$ cat config.mk
export PLATFORM = sky130hd
export DESIGN_NAME = pcs_cmd_status_regs
export DESIGN_NICKNAME = d
export VERILOG_FILES = /design/src/verilog/pcs_pkg.sv /design/src/verilog/pcs_cmd_status_regs.sv /design/src/verilog/pcs_sticky_flag.sv
export SDC_FILE = /design/constraint.sdc
export NUM_CORES = 1
export LEC_CHECK = 0
export BUFFER_PORTS_ARGS = -buffer_cell sky130_fd_sc_hd__buf_2
export CAP_MARGIN = 20
export CORE_ASPECT_RATIO = 0.6
export CORE_MARGIN = 4
export CORE_UTILIZATION = 42
export CTS_CLUSTER_SIZE = 8
export DETAILED_ROUTE_END_ITERATION = 10
export GPL_TIMING_DRIVEN = 0
export PLACE_DENSITY = 0.85
export SYNTH_ARGS = -nofsm -noshare
export SYNTH_HDL_FRONTEND = slang
export SYNTH_SLANG_ARGS = --single-unit
$ cat constraint.sdc
create_clock -name clk_sys -period 1.8 [get_ports clk_sys]
set_input_delay 0.27 -clock clk_sys [delete_from_list [all_inputs] [get_ports clk_sys]]
set_output_delay 0.27 -clock clk_sys [all_outputs]
set_load 0.05 [all_outputs]
$ cat src/verilog/pcs_pkg.sv
/*
 * Package for the bus interface control and condition registers.
 * Holds the configuration offsets, field positions, fixed values and reset values.
 * Assumes one configuration dword carries both 16-bit registers.
 */
package pcs_pkg;

  // ****************************************************************
  // Configuration space placement
  // ****************************************************************
  localparam logic [7:0] PCS_CTRL_OFFSET = 8'h04;
  localparam logic [7:0] PCS_COND_OFFSET = 8'h06;
  localparam logic [7:0] PCS_DWORD_MASK = 8'hfc;

  // ****************************************************************
  // Control register fields
  // ****************************************************************
  localparam int PCS_CTRL_BACK_TO_BACK_ISSUE_ENABLE = 9;
  localparam int PCS_CTRL_SYSTEM_ERROR_DRIVER_ENABLE = 8;
  localparam int PCS_CTRL_STEPPING_CONTROL = 7;
  localparam int PCS_CTRL_PARITY_RESPONSE_ENABLE = 6;
  localparam int PCS_CTRL_PALETTE_SNOOP_ENABLE = 5;
  localparam int PCS_CTRL_WRITE_INVALIDATE_ENABLE = 4;
  localparam int PCS_CTRL_SPECIAL_CYCLE_ENABLE = 3;
  localparam int PCS_CTRL_BUS_INITIATOR_ENABLE = 2;
  localparam int PCS_CTRL_MEMORY_SPACE_ENABLE = 1;
  localparam int PCS_CTRL_PORT_SPACE_ENABLE = 0;
  localparam logic [15:0] PCS_CTRL_RW_MASK = 16'h0156;
  localparam logic [15:0] PCS_CTRL_RESET = 16'h0000;

  // ****************************************************************
  // Condition register fields
  // ****************************************************************
  localparam int PCS_COND_DETECTED_PARITY_ERROR_FLAG = 15;
  localparam int PCS_COND_SIGNALLED_SYSTEM_ERROR_FLAG = 14;
  localparam int PCS_COND_RECEIVED_INITIATOR_ABORT_FLAG = 13;
  localparam int PCS_COND_RECEIVED_TARGET_ABORT_FLAG = 12;
  localparam int PCS_COND_SIGNALLED_TARGET_ABORT_FLAG = 11;
  localparam int PCS_COND_DEVSEL_TIMING_LSB = 9;
  localparam int PCS_COND_INITIATOR_DATA_PARITY_FLAG = 8;
  localparam int PCS_COND_BACK_TO_BACK_ACCEPT_CAPABLE = 7;
  localparam int PCS_COND_USER_FEATURE_SUPPORT_FLAG = 6;
  localparam int PCS_COND_HIGH_CLOCK_CAPABLE = 5;
  localparam int PCS_COND_CAPABILITY_CHAIN_PRESENT = 4;
  localparam logic [1:0] PCS_COND_DEVSEL_MEDIUM = 2'h1;
  localparam logic [15:0] PCS_COND_FIXED = 16'h0210;
  localparam logic [15:0] PCS_COND_RESET = 16'h0210;
  localparam int PCS_FLAG_COUNT = 6;

endpackage : pcs_pkg

$ cat src/verilog/pcs_cmd_status_regs.sv
/*
 * Bus interface control and condition registers of the configuration header.
 * Assumes configuration reads and writes arrive as one-cycle strobes on clk_sys
 * and that bus events come from link logic on the same clock.
 */
`timescale 1ns/1ps
// Overview of operation
// - Control bits 15 to 10 read zero.
// - Back-to-back issue enable, bit 9, is read-only zero.
// - Bit 8 writable; enables driving system error when the link requests it.
// - Stepping control, bit 7, is hardwired zero.
// - Bit 6 writable; gates driving of the parity error response.
// - Palette snoop enable, bit 5, reads zero.
// - Bit 4 writable; allows write-and-invalidate commands, else plain writes.
// - Special cycle enable, bit 3, reads zero.
// - Bit 2 writable; initiating bus cycles only while set.
// - Bit 1 writable; claims memory cycles, software sets it before register access.
// - Port space enable, bit 0, reads zero.
// - Condition bit 15 sticks on address or data parity error.
// - Bit 14 sets when system error was driven while enabled.
// - Bit 13 sets when an initiated cycle ends in master abort.
// - Bit 12 sets when an initiated cycle gets target abort.
// - Bit 11 sets when the device as target signals target abort.
// - Bits 10 to 9 fixed at binary 01, medium decode timing.
// - Bit 8 sets on parity error seen, initiator phase, response enabled.
// - Bits 7 and 6 are hardwired zero.
// - Bit 5 reads zero; not high clock capable.
// - Bit 4 reads one; capability chain present.
// - Condition bits 3 to 0 read zero.
// - Error flags clear only on a write of one; zero leaves them.
module pcs_cmd_status_regs
  import pcs_pkg::*;
(
  input wire logic clk_sys, // System clock
  input wire logic nrst, // Asynchronous reset, active low
  input wire logic cfg_rd, // Configuration read strobe
  input wire logic cfg_wr, // Configuration write strobe
  input wire logic [7:0] cfg_addr, // Configuration byte address
  input wire logic [3:0] cfg_be, // Byte enables, active high
  input wire logic [31:0] cfg_wdata, // Write data
  output logic [31:0] cfg_rdata, // Read data, registered
  output logic cfg_ack, // Access done, one cycle
  input wire logic addr_parity_err, // Address parity error seen
  input wire logic data_parity_err, // Data parity error seen
  input wire logic serr_request, // Link wants to raise system error
  input wire logic perr_request, // Link wants to raise parity error
  input wire logic perr_seen, // Parity error line asserted by any agent
  input wire logic initiator_phase, // Device was initiator of this data phase
  input wire logic initiator_abort_evt, // Own cycle ended in master abort
  input wire logic target_abort_rcvd_evt, // Own cycle got target abort
  input wire logic target_abort_sig_evt, // Device signalled target abort
  output logic serr_drive, // Drive system error line
  output logic perr_drive, // Drive parity error line
  output logic write_invalidate_enable, // May issue write-and-invalidate
  output logic bus_initiator_enable, // May initiate cycles
  output logic memory_space_enable // May claim memory cycles
);

  // ****************************************************************
  // Decode
  // ****************************************************************
  function automatic logic hits_dword(input logic [7:0] addr);
    hits_dword = (addr & PCS_DWORD_MASK) == PCS_CTRL_OFFSET;
  endfunction : hits_dword

  logic wr_hit;
  logic rd_hit;
  assign wr_hit = cfg_wr & hits_dword(cfg_addr);
  assign rd_hit = cfg_rd & hits_dword(cfg_addr);

  // ****************************************************************
  // Control register
  // ****************************************************************
  logic [15:0] ctrl_reg;
  logic [15:0] ctrl_next;
  logic [15:0] wr_lanes;

  always_comb begin
    wr_lanes = {{8{cfg_be[1]}}, {8{cfg_be[0]}}};
    ctrl_next = ctrl_reg;
    if (wr_hit) begin
      ctrl_next = (ctrl_reg & ~wr_lanes) | (cfg_wdata[15:0] & wr_lanes);
    end
    // Only bits 8, 6, 4, 2, 1 store; the rest stay zero
    ctrl_next = ctrl_next & PCS_CTRL_RW_MASK;
  end

  always_ff @(posedge clk_sys or negedge nrst) begin
    if (!nrst) begin
      ctrl_reg <= PCS_CTRL_RESET;
    end else begin
      ctrl_reg <= ctrl_next;
    end
  end

  logic serr_en;
  logic perr_en;
  assign serr_en = ctrl_reg[PCS_CTRL_SYSTEM_ERROR_DRIVER_ENABLE];
  assign perr_en = ctrl_reg[PCS_CTRL_PARITY_RESPONSE_ENABLE];

  // ****************************************************************
  // Enables to the link logic
  // ****************************************************************
  // Registered so the pin enable never glitches with the request
  always_ff @(posedge clk_sys or negedge nrst) begin
    if (!nrst) begin
      serr_drive <= 1'b0;
    end else begin
      serr_drive <= serr_request & serr_en;
    end
  end

  always_ff @(posedge clk_sys or negedge nrst) begin
    if (!nrst) begin
      perr_drive <= 1'b0;
    end else begin
      perr_drive <= perr_request & perr_en;
    end
  end

  assign write_invalidate_enable = ctrl_reg[PCS_CTRL_WRITE_INVALIDATE_ENABLE];
  assign bus_initiator_enable = ctrl_reg[PCS_CTRL_BUS_INITIATOR_ENABLE];
  // Link must not claim memory cycles before software sets this
  assign memory_space_enable = ctrl_reg[PCS_CTRL_MEMORY_SPACE_ENABLE];

  // ****************************************************************
  // Control read view
  // ****************************************************************
  // Unsupported features read zero whatever was written
  logic [5:0] ctrl_reserved_high;
  logic back_to_back_issue_enable;
  logic system_error_driver_enable;
  logic stepping_control;
  logic parity_response_enable;
  logic palette_snoop_enable;
  logic special_cycle_enable;
  logic port_space_enable;
  logic [15:0] ctrl_read;

  assign ctrl_reserved_high = 6'h00;
  assign back_to_back_issue_enable = 1'b0;
  assign system_error_driver_enable = serr_en;
  assign stepping_control = 1'b0;
  assign parity_response_enable = perr_en;
  assign palette_snoop_enable = 1'b0;
  assign special_cycle_enable = 1'b0;
  assign port_space_enable = 1'b0;

  // Order must follow the field positions of the package
  assign ctrl_read = {
    ctrl_reserved_high,
    back_to_back_issue_enable,
    system_error_driver_enable,
    stepping_control,
    parity_response_enable,
    palette_snoop_enable,
    write_invalidate_enable,
    special_cycle_enable,
    bus_initiator_enable,
    memory_space_enable,
    port_space_enable
  };

  // ****************************************************************
  // Condition flags
  // ****************************************************************
  logic [PCS_FLAG_COUNT-1:0] flag_set;
  logic [PCS_FLAG_COUNT-1:0] flag_val;
  logic [15:0] clr_bits;

  assign flag_set[0] = perr_seen & initiator_phase & perr_en;
  assign flag_set[1] = target_abort_sig_evt;
  assign flag_set[2] = target_abort_rcvd_evt;
  assign flag_set[3] = initiator_abort_evt;
  // Counted as signalled when the line is really driven
  assign flag_set[4] = serr_request & serr_en;
  assign flag_set[5] = addr_parity_err | data_parity_err;

  // Clear by writing one in the upper status lanes
  assign clr_bits = wr_hit ? (cfg_wdata[31:16] & {{8{cfg_be[3]}}, {8{cfg_be[2]}}}) : 16'h0000;

  pcs_sticky_flag u_initiator_parity_flag (
    .clk_sys(clk_sys),
    .nrst(nrst),
    .set_evt(flag_set[0]),
    .clr_req(clr_bits[PCS_COND_INITIATOR_DATA_PARITY_FLAG]),
    .flag(flag_val[0])
  );

  pcs_sticky_flag u_signalled_abort_flag (
    .clk_sys(clk_sys),
    .nrst(nrst),
    .set_evt(flag_set[1]),
    .clr_req(clr_bits[PCS_COND_SIGNALLED_TARGET_ABORT_FLAG]),
    .flag(flag_val[1])
  );

  pcs_sticky_flag u_received_abort_flag (
    .clk_sys(clk_sys),
    .nrst(nrst),
    .set_evt(flag_set[2]),
    .clr_req(clr_bits[PCS_COND_RECEIVED_TARGET_ABORT_FLAG]),
    .flag(flag_val[2])
  );

  pcs_sticky_flag u_initiator_abort_flag (
    .clk_sys(clk_sys),
    .nrst(nrst),
    .set_evt(flag_set[3]),
    .clr_req(clr_bits[PCS_COND_RECEIVED_INITIATOR_ABORT_FLAG]),
    .flag(flag_val[3])
  );

  pcs_sticky_flag u_system_error_flag (
    .clk_sys(clk_sys),
    .nrst(nrst),
    .set_evt(flag_set[4]),
    .clr_req(clr_bits[PCS_COND_SIGNALLED_SYSTEM_ERROR_FLAG]),
    .flag(flag_val[4])
  );

  pcs_sticky_flag u_parity_flag (
    .clk_sys(clk_sys),
    .nrst(nrst),
    .set_evt(flag_set[5]),
    .clr_req(clr_bits[PCS_COND_DETECTED_PARITY_ERROR_FLAG]),
    .flag(flag_val[5])
  );

  // ****************************************************************
  // Condition read view
  // ****************************************************************
  logic detected_parity_error_flag;
  logic signalled_system_error_flag;
  logic received_initiator_abort_flag;
  logic received_target_abort_flag;
  logic signalled_target_abort_flag;
  logic [1:0] devsel_timing;
  logic initiator_data_parity_flag;
  logic back_to_back_accept_capable;
  logic user_feature_support_flag;
  logic high_clock_capable;
  logic capability_chain_present;
  logic [3:0] cond_reserved_low;
  logic [15:0] cond_val;

  assign detected_parity_error_flag = flag_val[5];
  assign signalled_system_error_flag = flag_val[4];
  assign received_initiator_abort_flag = flag_val[3];
  assign received_target_abort_flag = flag_val[2];
  assign signalled_target_abort_flag = flag_val[1];
  assign devsel_timing = PCS_COND_DEVSEL_MEDIUM;
  assign initiator_data_parity_flag = flag_val[0];
  assign back_to_back_accept_capable = 1'b0;
  assign user_feature_support_flag = 1'b0;
  assign high_clock_capable = 1'b0;
  assign capability_chain_present = PCS_COND_FIXED[PCS_COND_CAPABILITY_CHAIN_PRESENT];
  assign cond_reserved_low = 4'h0;

  // Order must follow the field positions of the package
  assign cond_val = {
    detected_parity_error_flag,
    signalled_system_error_flag,
    received_initiator_abort_flag,
    received_target_abort_flag,
    signalled_target_abort_flag,
    devsel_timing,
    initiator_data_parity_flag,
    back_to_back_accept_capable,
    user_feature_support_flag,
    high_clock_capable,
    capability_chain_present,
    cond_reserved_low
  };

  // ****************************************************************
  // Read path
  // ****************************************************************
  // Every access is acknowledged, mapped or not, so the host never stalls
  always_ff @(posedge clk_sys or negedge nrst) begin
    if (!nrst) begin
      cfg_ack <= 1'b0;
    end else begin
      cfg_ack <= cfg_rd | cfg_wr;
    end
  end

  // Read data holds between reads; a write in the same cycle is seen next read
  always_ff @(posedge clk_sys or negedge nrst) begin
    if (!nrst) begin
      cfg_rdata <= 32'h0000_0000;
    end else if (rd_hit) begin
      cfg_rdata <= {cond_val, ctrl_read};
    end else if (cfg_rd) begin
      // Other dwords belong elsewhere; this block answers zero
      cfg_rdata <= 32'h0000_0000;
    end
  end

endmodule : pcs_cmd_status_regs

$ cat src/verilog/pcs_sticky_flag.sv
/*
 * One sticky error flag: set by hardware, cleared by a write of one.
 * Assumes set and clear come from logic on the same clock.
 */
`timescale 1ns/1ps
module pcs_sticky_flag (
  input wire logic clk_sys, // System clock
  input wire logic nrst, // Asynchronous reset, active low
  input wire logic set_evt, // Hardware event, one cycle
  input wire logic clr_req, // Software write of one
  output logic flag // Current flag value
);

  logic flag_reg;
  logic flag_next;

  // Set beats clear so an event in the clearing cycle is kept
  always_comb begin
    flag_next = set_evt | (flag_reg & ~clr_req);
  end

  always_ff @(posedge clk_sys or negedge nrst) begin
    if (!nrst) begin
      flag_reg <= 1'b0;
    end else begin
      flag_reg <= flag_next;
    end
  end

  assign flag = flag_reg;

endmodule : pcs_sticky_flag
==> impl_metrics.yaml, run 1 <==
run_status:
  outcome: "finished clean"
synth:
  yosysUniqueCellTypes: 23
  synth.mux.area_fraction_pct: 4.644
  synthSimpleGateAreaFrac_pct: 12.80
  ys_warn_count: 0
  seq_area_frac_synth_pct: 53.66
  netlist_area_sq_um: 1212
  synthCells: 119
  synth-compound-area-share_pct: 9.907
  syn_area_per_cell_sq_um: 10.19
  synth_top_family_by_area: "buffers and inverters"
  synth_xor_area_share_pct: 0
  ys_ff_latch: 26
  synth_fa_ha_area_share_pct: 0
cells_and_area:
  diodes: 0
  area_growth_pct: 36.22
  fin_nets: 250
  design_area_sq_um: 1652
  drive_above_1_share_pct: 43.23
timing:
  finalMaxSlewViolations: 0
  timing.final.hold_violations: 0
  worstMarginPinSlew_ns: 0.5549
  fin_setup_tns_ns: 0
  setup_viol: 0
  min_period_over_period_pct: 70.71
  relSlewSlack_pct: 63.01
  setup_ws_ns: 0.5273
  fin_crit_ns: 1.273
  fin_skew_ns: 0.0006091
  fmax_ghz: 0.7857
  rsz0062_at_grt: "false"
clock_network:
  clkLatencyLatePin_ns: 0.26
  cts_tree: "built"
  cts_inserted_buffers: 3
  htree_levels: 1
  clkSlewWorstSetupHoldPaths_ns: 0.08
  cts_root_buf: "clkbuf_8"
  clkSinkCount: 26
  clock_path_buffers: 2
global_route:
  grt_util_met2_pct: 20.77
  grt_use_total_pct: 13.35
  first_global_vias: 927
  antenna_found_initial: 0
  grtUsageMet1_pct: 17.83
  busiest_layer: "met2"
  grt_max_degree: 27
  grt_pass1_wl_mm: 4.112
  grt_overflow_total: 0
  grtUsageMet3_pct: 5.636
hold_path:
  hold_path_end: "u_system_error_flag.flag"
  min_path_cells: 2
  min_path_type: "in -> reg"
  min_from: "cfg_wdata[30]"
drt:
  wl_per_cell_microns: 11.63
  drtIter0Drc: 45
  drt_wl_total_mm: 2.605
  detail_route.first_pass.iterations: 4
  vias_per_cell: 4.290
  drc: 0
  vias: 961
  antenna_left: 0
die:
  num_rows: 14
  design.core.area_sq_um: 2628
  ioPinCount: 95
  die_w_microns: 77.36
  die_h_microns: 49.62
  start_util_pct: 46.14
  die-area_sq_um: 3838
worst_setup_path:
  rr_endpoint: "u_system_error_flag.flag"
  crit_chain: "buf_4 -> buf_2"
  crit_type: "reg -> out"
  arrival_ns: 1.00
  endpoint_kind: "output port"
  crit_fanout: 3
  reg2regPathDepth: 4
  slowest_delay_ns: 0.41
  cp-start-kind: "flop"
  cp.required_ns: 1.53
  path_delay_family: "flip-flops"
  path_buf_inv: 2
  critPathSlowestCell: "dfrtp_1"
  r2r_slack_ns: 1.02
power:
  p_per_area_nw_per_um2: 827.1
  power_frac_comb_pct: 20.2
  vdd_drop_max_mv: 0.5588
  power.leakage_nw: 0.9199
  p_int_mw: 0.9904
  clock_power_share_pct: 34.5
  switching_share_pct: 27.50
  seqPwrFrac_pct: 45.4
  switching_power_mw: 0.3756
placement:
  dp_hpwl_mm: 2.070
  place.gp.congestion: 0.7193
  io_buffers: 50
  post-place-ws_ns: 0.3341
  dpl_cell_area_sq_um: 1570
flow_run:
  cap_violations: 0
## power groups by stage
stage / clock network, mW / logic (mW) / registers (mW)
floorplan: 0 / 0.164 / 0.669
global placement: 0 / 0.269 / 0.631
detailed placement: 0 / 0.272 / 0.632
CTS: 0.481 / 0.274 / 0.620
global route: 0.499 / 0.295 / 0.623
finish: 0.471 / 0.276 / 0.620
## placed cells by master (no fill, tap or decap)
cell type / count
bufinv_16: 1
mux2_2: 5
clkbuf_1: 3
dfrtp_1: 26
clkbuf_8: 3
dlygate4sd3_1: 1
nor2_1: 5
nor4b_4: 1
nor3_1: 1
or2_2: 1
nand2_1: 13
o21a_1: 1
buf_2: 51
nand3_1: 2
o22a_1: 1
o22ai_1: 11
a31oi_1: 4
nand4_2: 1
and4_1: 1
nand4_1: 1
nand4b_1: 1
buf_4: 20
conb_1: 19
inv_1: 16
o21ai_0: 2
and2_1: 1
## kinds of logic after synthesis
family / Yosys count
buf+inv: 40
simple gates: 28
flops: 26
compound gates: 19
mux: 5
other cells: 1
## timing repair
action,CTS,global route
buffers inserted,0,0
hold endpoints to repair,15,0
hold buffers,1,0
resized for setup,0,0
## cell usage after synthesis
master	n	share of area [%]
buf_4	20	12
clkbuf_1	3	0.93
o21a_1	1	0.62
inv_1	16	5.0
mux2_2	5	4.6
nand3_1	2	0.83
and4_1	1	0.72
and2_1	1	0.52
nor4b_4	1	2.0
nand4_1	1	0.52
nor3_1	1	0.41
dfrtp_1	26	54
or2_2	1	0.52
nand4b_1	1	0.72
conb_1	1	0.31
nand2_1	13	4.0
a31oi_1	4	2.1
nand4_2	1	1.0
o22ai_1	11	5.7
buf_2	1	0.41
o22a_1	1	0.72
o21ai_0	2	0.83
nor2_1	5	1.5
## routing by layer
| layer | up-vias | part of all wire, % |
|---|---|---|
| met5 | - | 0 |
| met4 | 0 | 0.23 |
| met3 | 2 | 11 |
| met2 | 45 | 43 |
| met1 | 415 | 46 |
| li1 | 499 | - |
## layout make-up
cell class              count  area (sq um)
fillers                   218         975.9
flip-flops and latches     26         650.6
multi-input cells          71         402.9
repair buffers             51         260.3
plain buffers              24         166.4
inverters                  16         60.06
clock buffers               3         41.29
well taps                  32         40.04
clock inverters             1         30.03
## how the worst max path moves through the flow
stage | startpoint | endpoint | slack, ns | depth (start not counted)
floorplan | cfg_addr[3] | flop | 0.59 | 3
global placement | cfg_addr[3] | flop | 0.34 | 4
detailed placement | cfg_addr[3] | flop | 0.33 | 4
CTS | cfg_rdata[25] | cfg_rdata[25] | 0.52 | 2
global route | cfg_rdata[25] | cfg_rdata[25] | 0.47 | 2
finish | cfg_rdata[25] | cfg_rdata[25] | 0.53 | 2
## stage by stage
step	hold slack, ns	std cells	power (mW)	utilization, %
global placement	0.2890	219	0.9007	59.76
finish	0.1812	224	1.366	62.86
CTS	0.1636	224	1.375	62.86
detailed placement	0.2933	219	0.9033	59.76
floorplan	-0.02559	137	0.8330	-
global route	0.1674	224	1.417	62.86
Power figures use the tool's default switching activity.
==> run 2: changes to the inputs <==
- CORE_UTILIZATION: 42 -> 35
- PLACE_DENSITY: 0.85 -> 0.75
- clock period: 1.8 -> 1.15 ns (I/O delays scaled with it)
==> run 2 against run 1 <==
  * Routed wire length grew 4.5%
  * Die area grew 17%
  * Via count grew 1.6%
  * Flip-flop and latch count is the same
  * Global-route usage shrank 0.88 points
  * Clock-buffer cell count grew 1
  * Sequential share of layout area shrank 0.70 points
  * Worst setup slack lost 0.50 ns
  * Clock power grew 22%
  * Total power grew 45%
  * Hold slack lost 0.10 ns
  * Largest power group unchanged
==> impl_metrics.yaml, run 2 (synthesized netlist as in run 1, its figures left out) <==
run_status:
  outcome: "finished clean"
cells_and_area:
  diodes: 0
  drive_above_1_share_pct: 44.33
  layout.cells.most_common_list: "buf_2, dfrtp_1, buf_4"
  area_growth_pct: 38.70
  fin_nets: 252
  layout_commonest_cell: "buf_2"
worst_setup_path:
  path_buf_inv: 1
  path_delay_family: "flip-flops"
  rr_endpoint: "cfg_rdata[25]"
  arrival_ns: 0.95
  cp-start-kind: "flop"
  crit_chain: "buf_2"
  critPathSlowestCell: "dfrtp_1"
  reg2reg_from: "cfg_rdata[25]"
  reg2regPathDepth: 3
  crit_type: "reg -> out"
  crit_fanout: 3
  r2r_slack_ns: 0.35
  cp.required_ns: 0.98
  endpoint_kind: "output port"
  slowest_delay_ns: 0.40
  cp.depth: 1
power:
  switching_share_pct: 29.61
  p_per_area_nw_per_um2: 1177
  clock_power_share_pct: 29.0
  totalPowerFinal_mw: 1.979
  power_frac_comb_pct: 21.9
  seqPwrFrac_pct: 49.1
  p_int_mw: 1.393
  power.leakage_nw: 0.9262
  vdd_drop_max_mv: 0.5697
  switching_power_mw: 0.5861
timing:
  relSlewSlack_pct: 62.49
  fin_crit_ns: 1.126
  timing.final.hold_violations: 0
  fmax_ghz: 0.8882
  worstMarginPinSlew_ns: 0.5627
  fin_skew_ns: 0.001090
  min_period_over_period_pct: 97.90
  setup_viol: 0
  finalMaxSlewViolations: 0
  setup_ws_ns: 0.02411
drt:
  drc: 0
  antenna_left: 0
  vias: 976
  drtIter0Drc: 13
  vias_per_cell: 4.084
  wl_per_cell_microns: 11.39
  drt_wl_total_mm: 2.723
  detail_route.first_pass.iterations: 4
placement:
  io_buffers: 50
  dp_hpwl_mm: 2.165
  place.gp.congestion: 0.7522
  post-place-ws_ns: -0.2286
global_route:
  grt_use_total_pct: 12.48
  grt_overflow_total: 0
  grt_max_degree: 27
  first_global_vias: 954
  grt_pass1_wl_mm: 4.291
  antenna_found_initial: 0
die:
  num_rows: 16
  ioPinCount: 95
  design.core.area_sq_um: 3283
  die_h_microns: 53.59
  die-area_sq_um: 4500
  start_util_pct: 36.93
  die_w_microns: 83.98
clock_network:
  cts_tree: "built"
  clock_path_buffers: 2
  cts_root_buf: "clkbuf_8"
  clkSinkCount: 26
  clkSlewWorstSetupHoldPaths_ns: 0.08
  htree_levels: 1
  clkLatencyLatePin_ns: 0.26
  cts_inserted_buffers: 3
hold_path:
  hold_path_end: "u_system_error_flag.flag"
  min_path_cells: 2
  min_from: "cfg_wdata[30]"
  min_path_type: "in -> reg"
flow_run:
  cap_violations: 0
-- run 2: cell types whose count changed in the layout (fill, tap and decap cells not counted) --
cell	previous run	this run
and4_2	0	1
and4_1	1	0
clkbuf_8	3	4
bufinv_16	1	0
buf_6	0	1
buf_2	51	50
buf_8	0	1
buf_4	20	21
-- run 2: routing by layer --
metal / track usage, % / part of all wire, %
met5: 0 / 0
met4: 2.406 / 0.29
met3: 5.657 / 8.7
met2: 20.98 / 46
met1: 15.20 / 45
-- run 2: repair_timing --
| item | 4_1_cts | 5_1_grt |
|---|---|---|
| endpoints found under the setup margin | 1 | 9 |
| pin swaps | 0 | 1 |
| gates resized for setup | 2 | 3 |
| hold buffers | 1 | 0 |
| endpoints found under the hold margin | 26 | 0 |
| buffers inserted | 0 | 2 |
-- run 2: power groups by stage --
| stage | Sequential (mW) | Clock (mW) | Combinational (mW) |
|---|---|---|---|
| 6_report | 0.972 | 0.575 | 0.433 |
| 5_1_grt | 0.977 | 0.640 | 0.467 |
| 4_1_cts | 0.972 | 0.594 | 0.432 |
| 3_5_place_dp | 0.990 | 0 | 0.428 |
| 3_3_place_gp | 0.988 | 0 | 0.426 |
| 2_1_floorplan | 1.05 | 0 | 0.256 |
-- run 2: metrics by stage --
step / instance area [sq um] / hold WS [ns] / std cells / utilization [%] / setup TNS, ns
floorplan: 1280 / -0.1231 / 137 / - / 0
global placement: 1587 / 0.1968 / 232 / 48.32 / -2.776
detailed placement: 1587 / 0.2054 / 232 / 48.32 / -3.323
CTS: 1658 / 0.07351 / 237 / 50.50 / 0
global route: 1682 / 0.05556 / 239 / 51.22 / -0.06410
finish: 1682 / 0.07842 / 239 / 51.22 / 0
-- run 2: worst max-delay path by stage --
| stage | start | end | slack (ns) |
|---|---|---|---|
| after floorplan | cfg_addr[3] | flop | 0.04 |
| after global placement | cfg_addr[3] | flop | -0.20 |
| after detailed placement | cfg_addr[3] | u_parity_flag.flag | -0.23 |
| after CTS | cfg_rdata[25] | cfg_rdata[25] | 0.007 |
| after global routing | cfg_addr[4] | flop | -0.02 |
| final | cfg_rdata[25] | cfg_rdata[20] | 0.02 |
-- run 2: cell type report --
cell class                 instances  area, sq um
clock buffer                       4        55.05
fill                             322         1602
timing repair buffer              53        285.3
sequential                        26        650.6
inverter                          16        60.06
multi-input combinational         71        404.1
buffer                            24        170.2
tap                               45        56.30
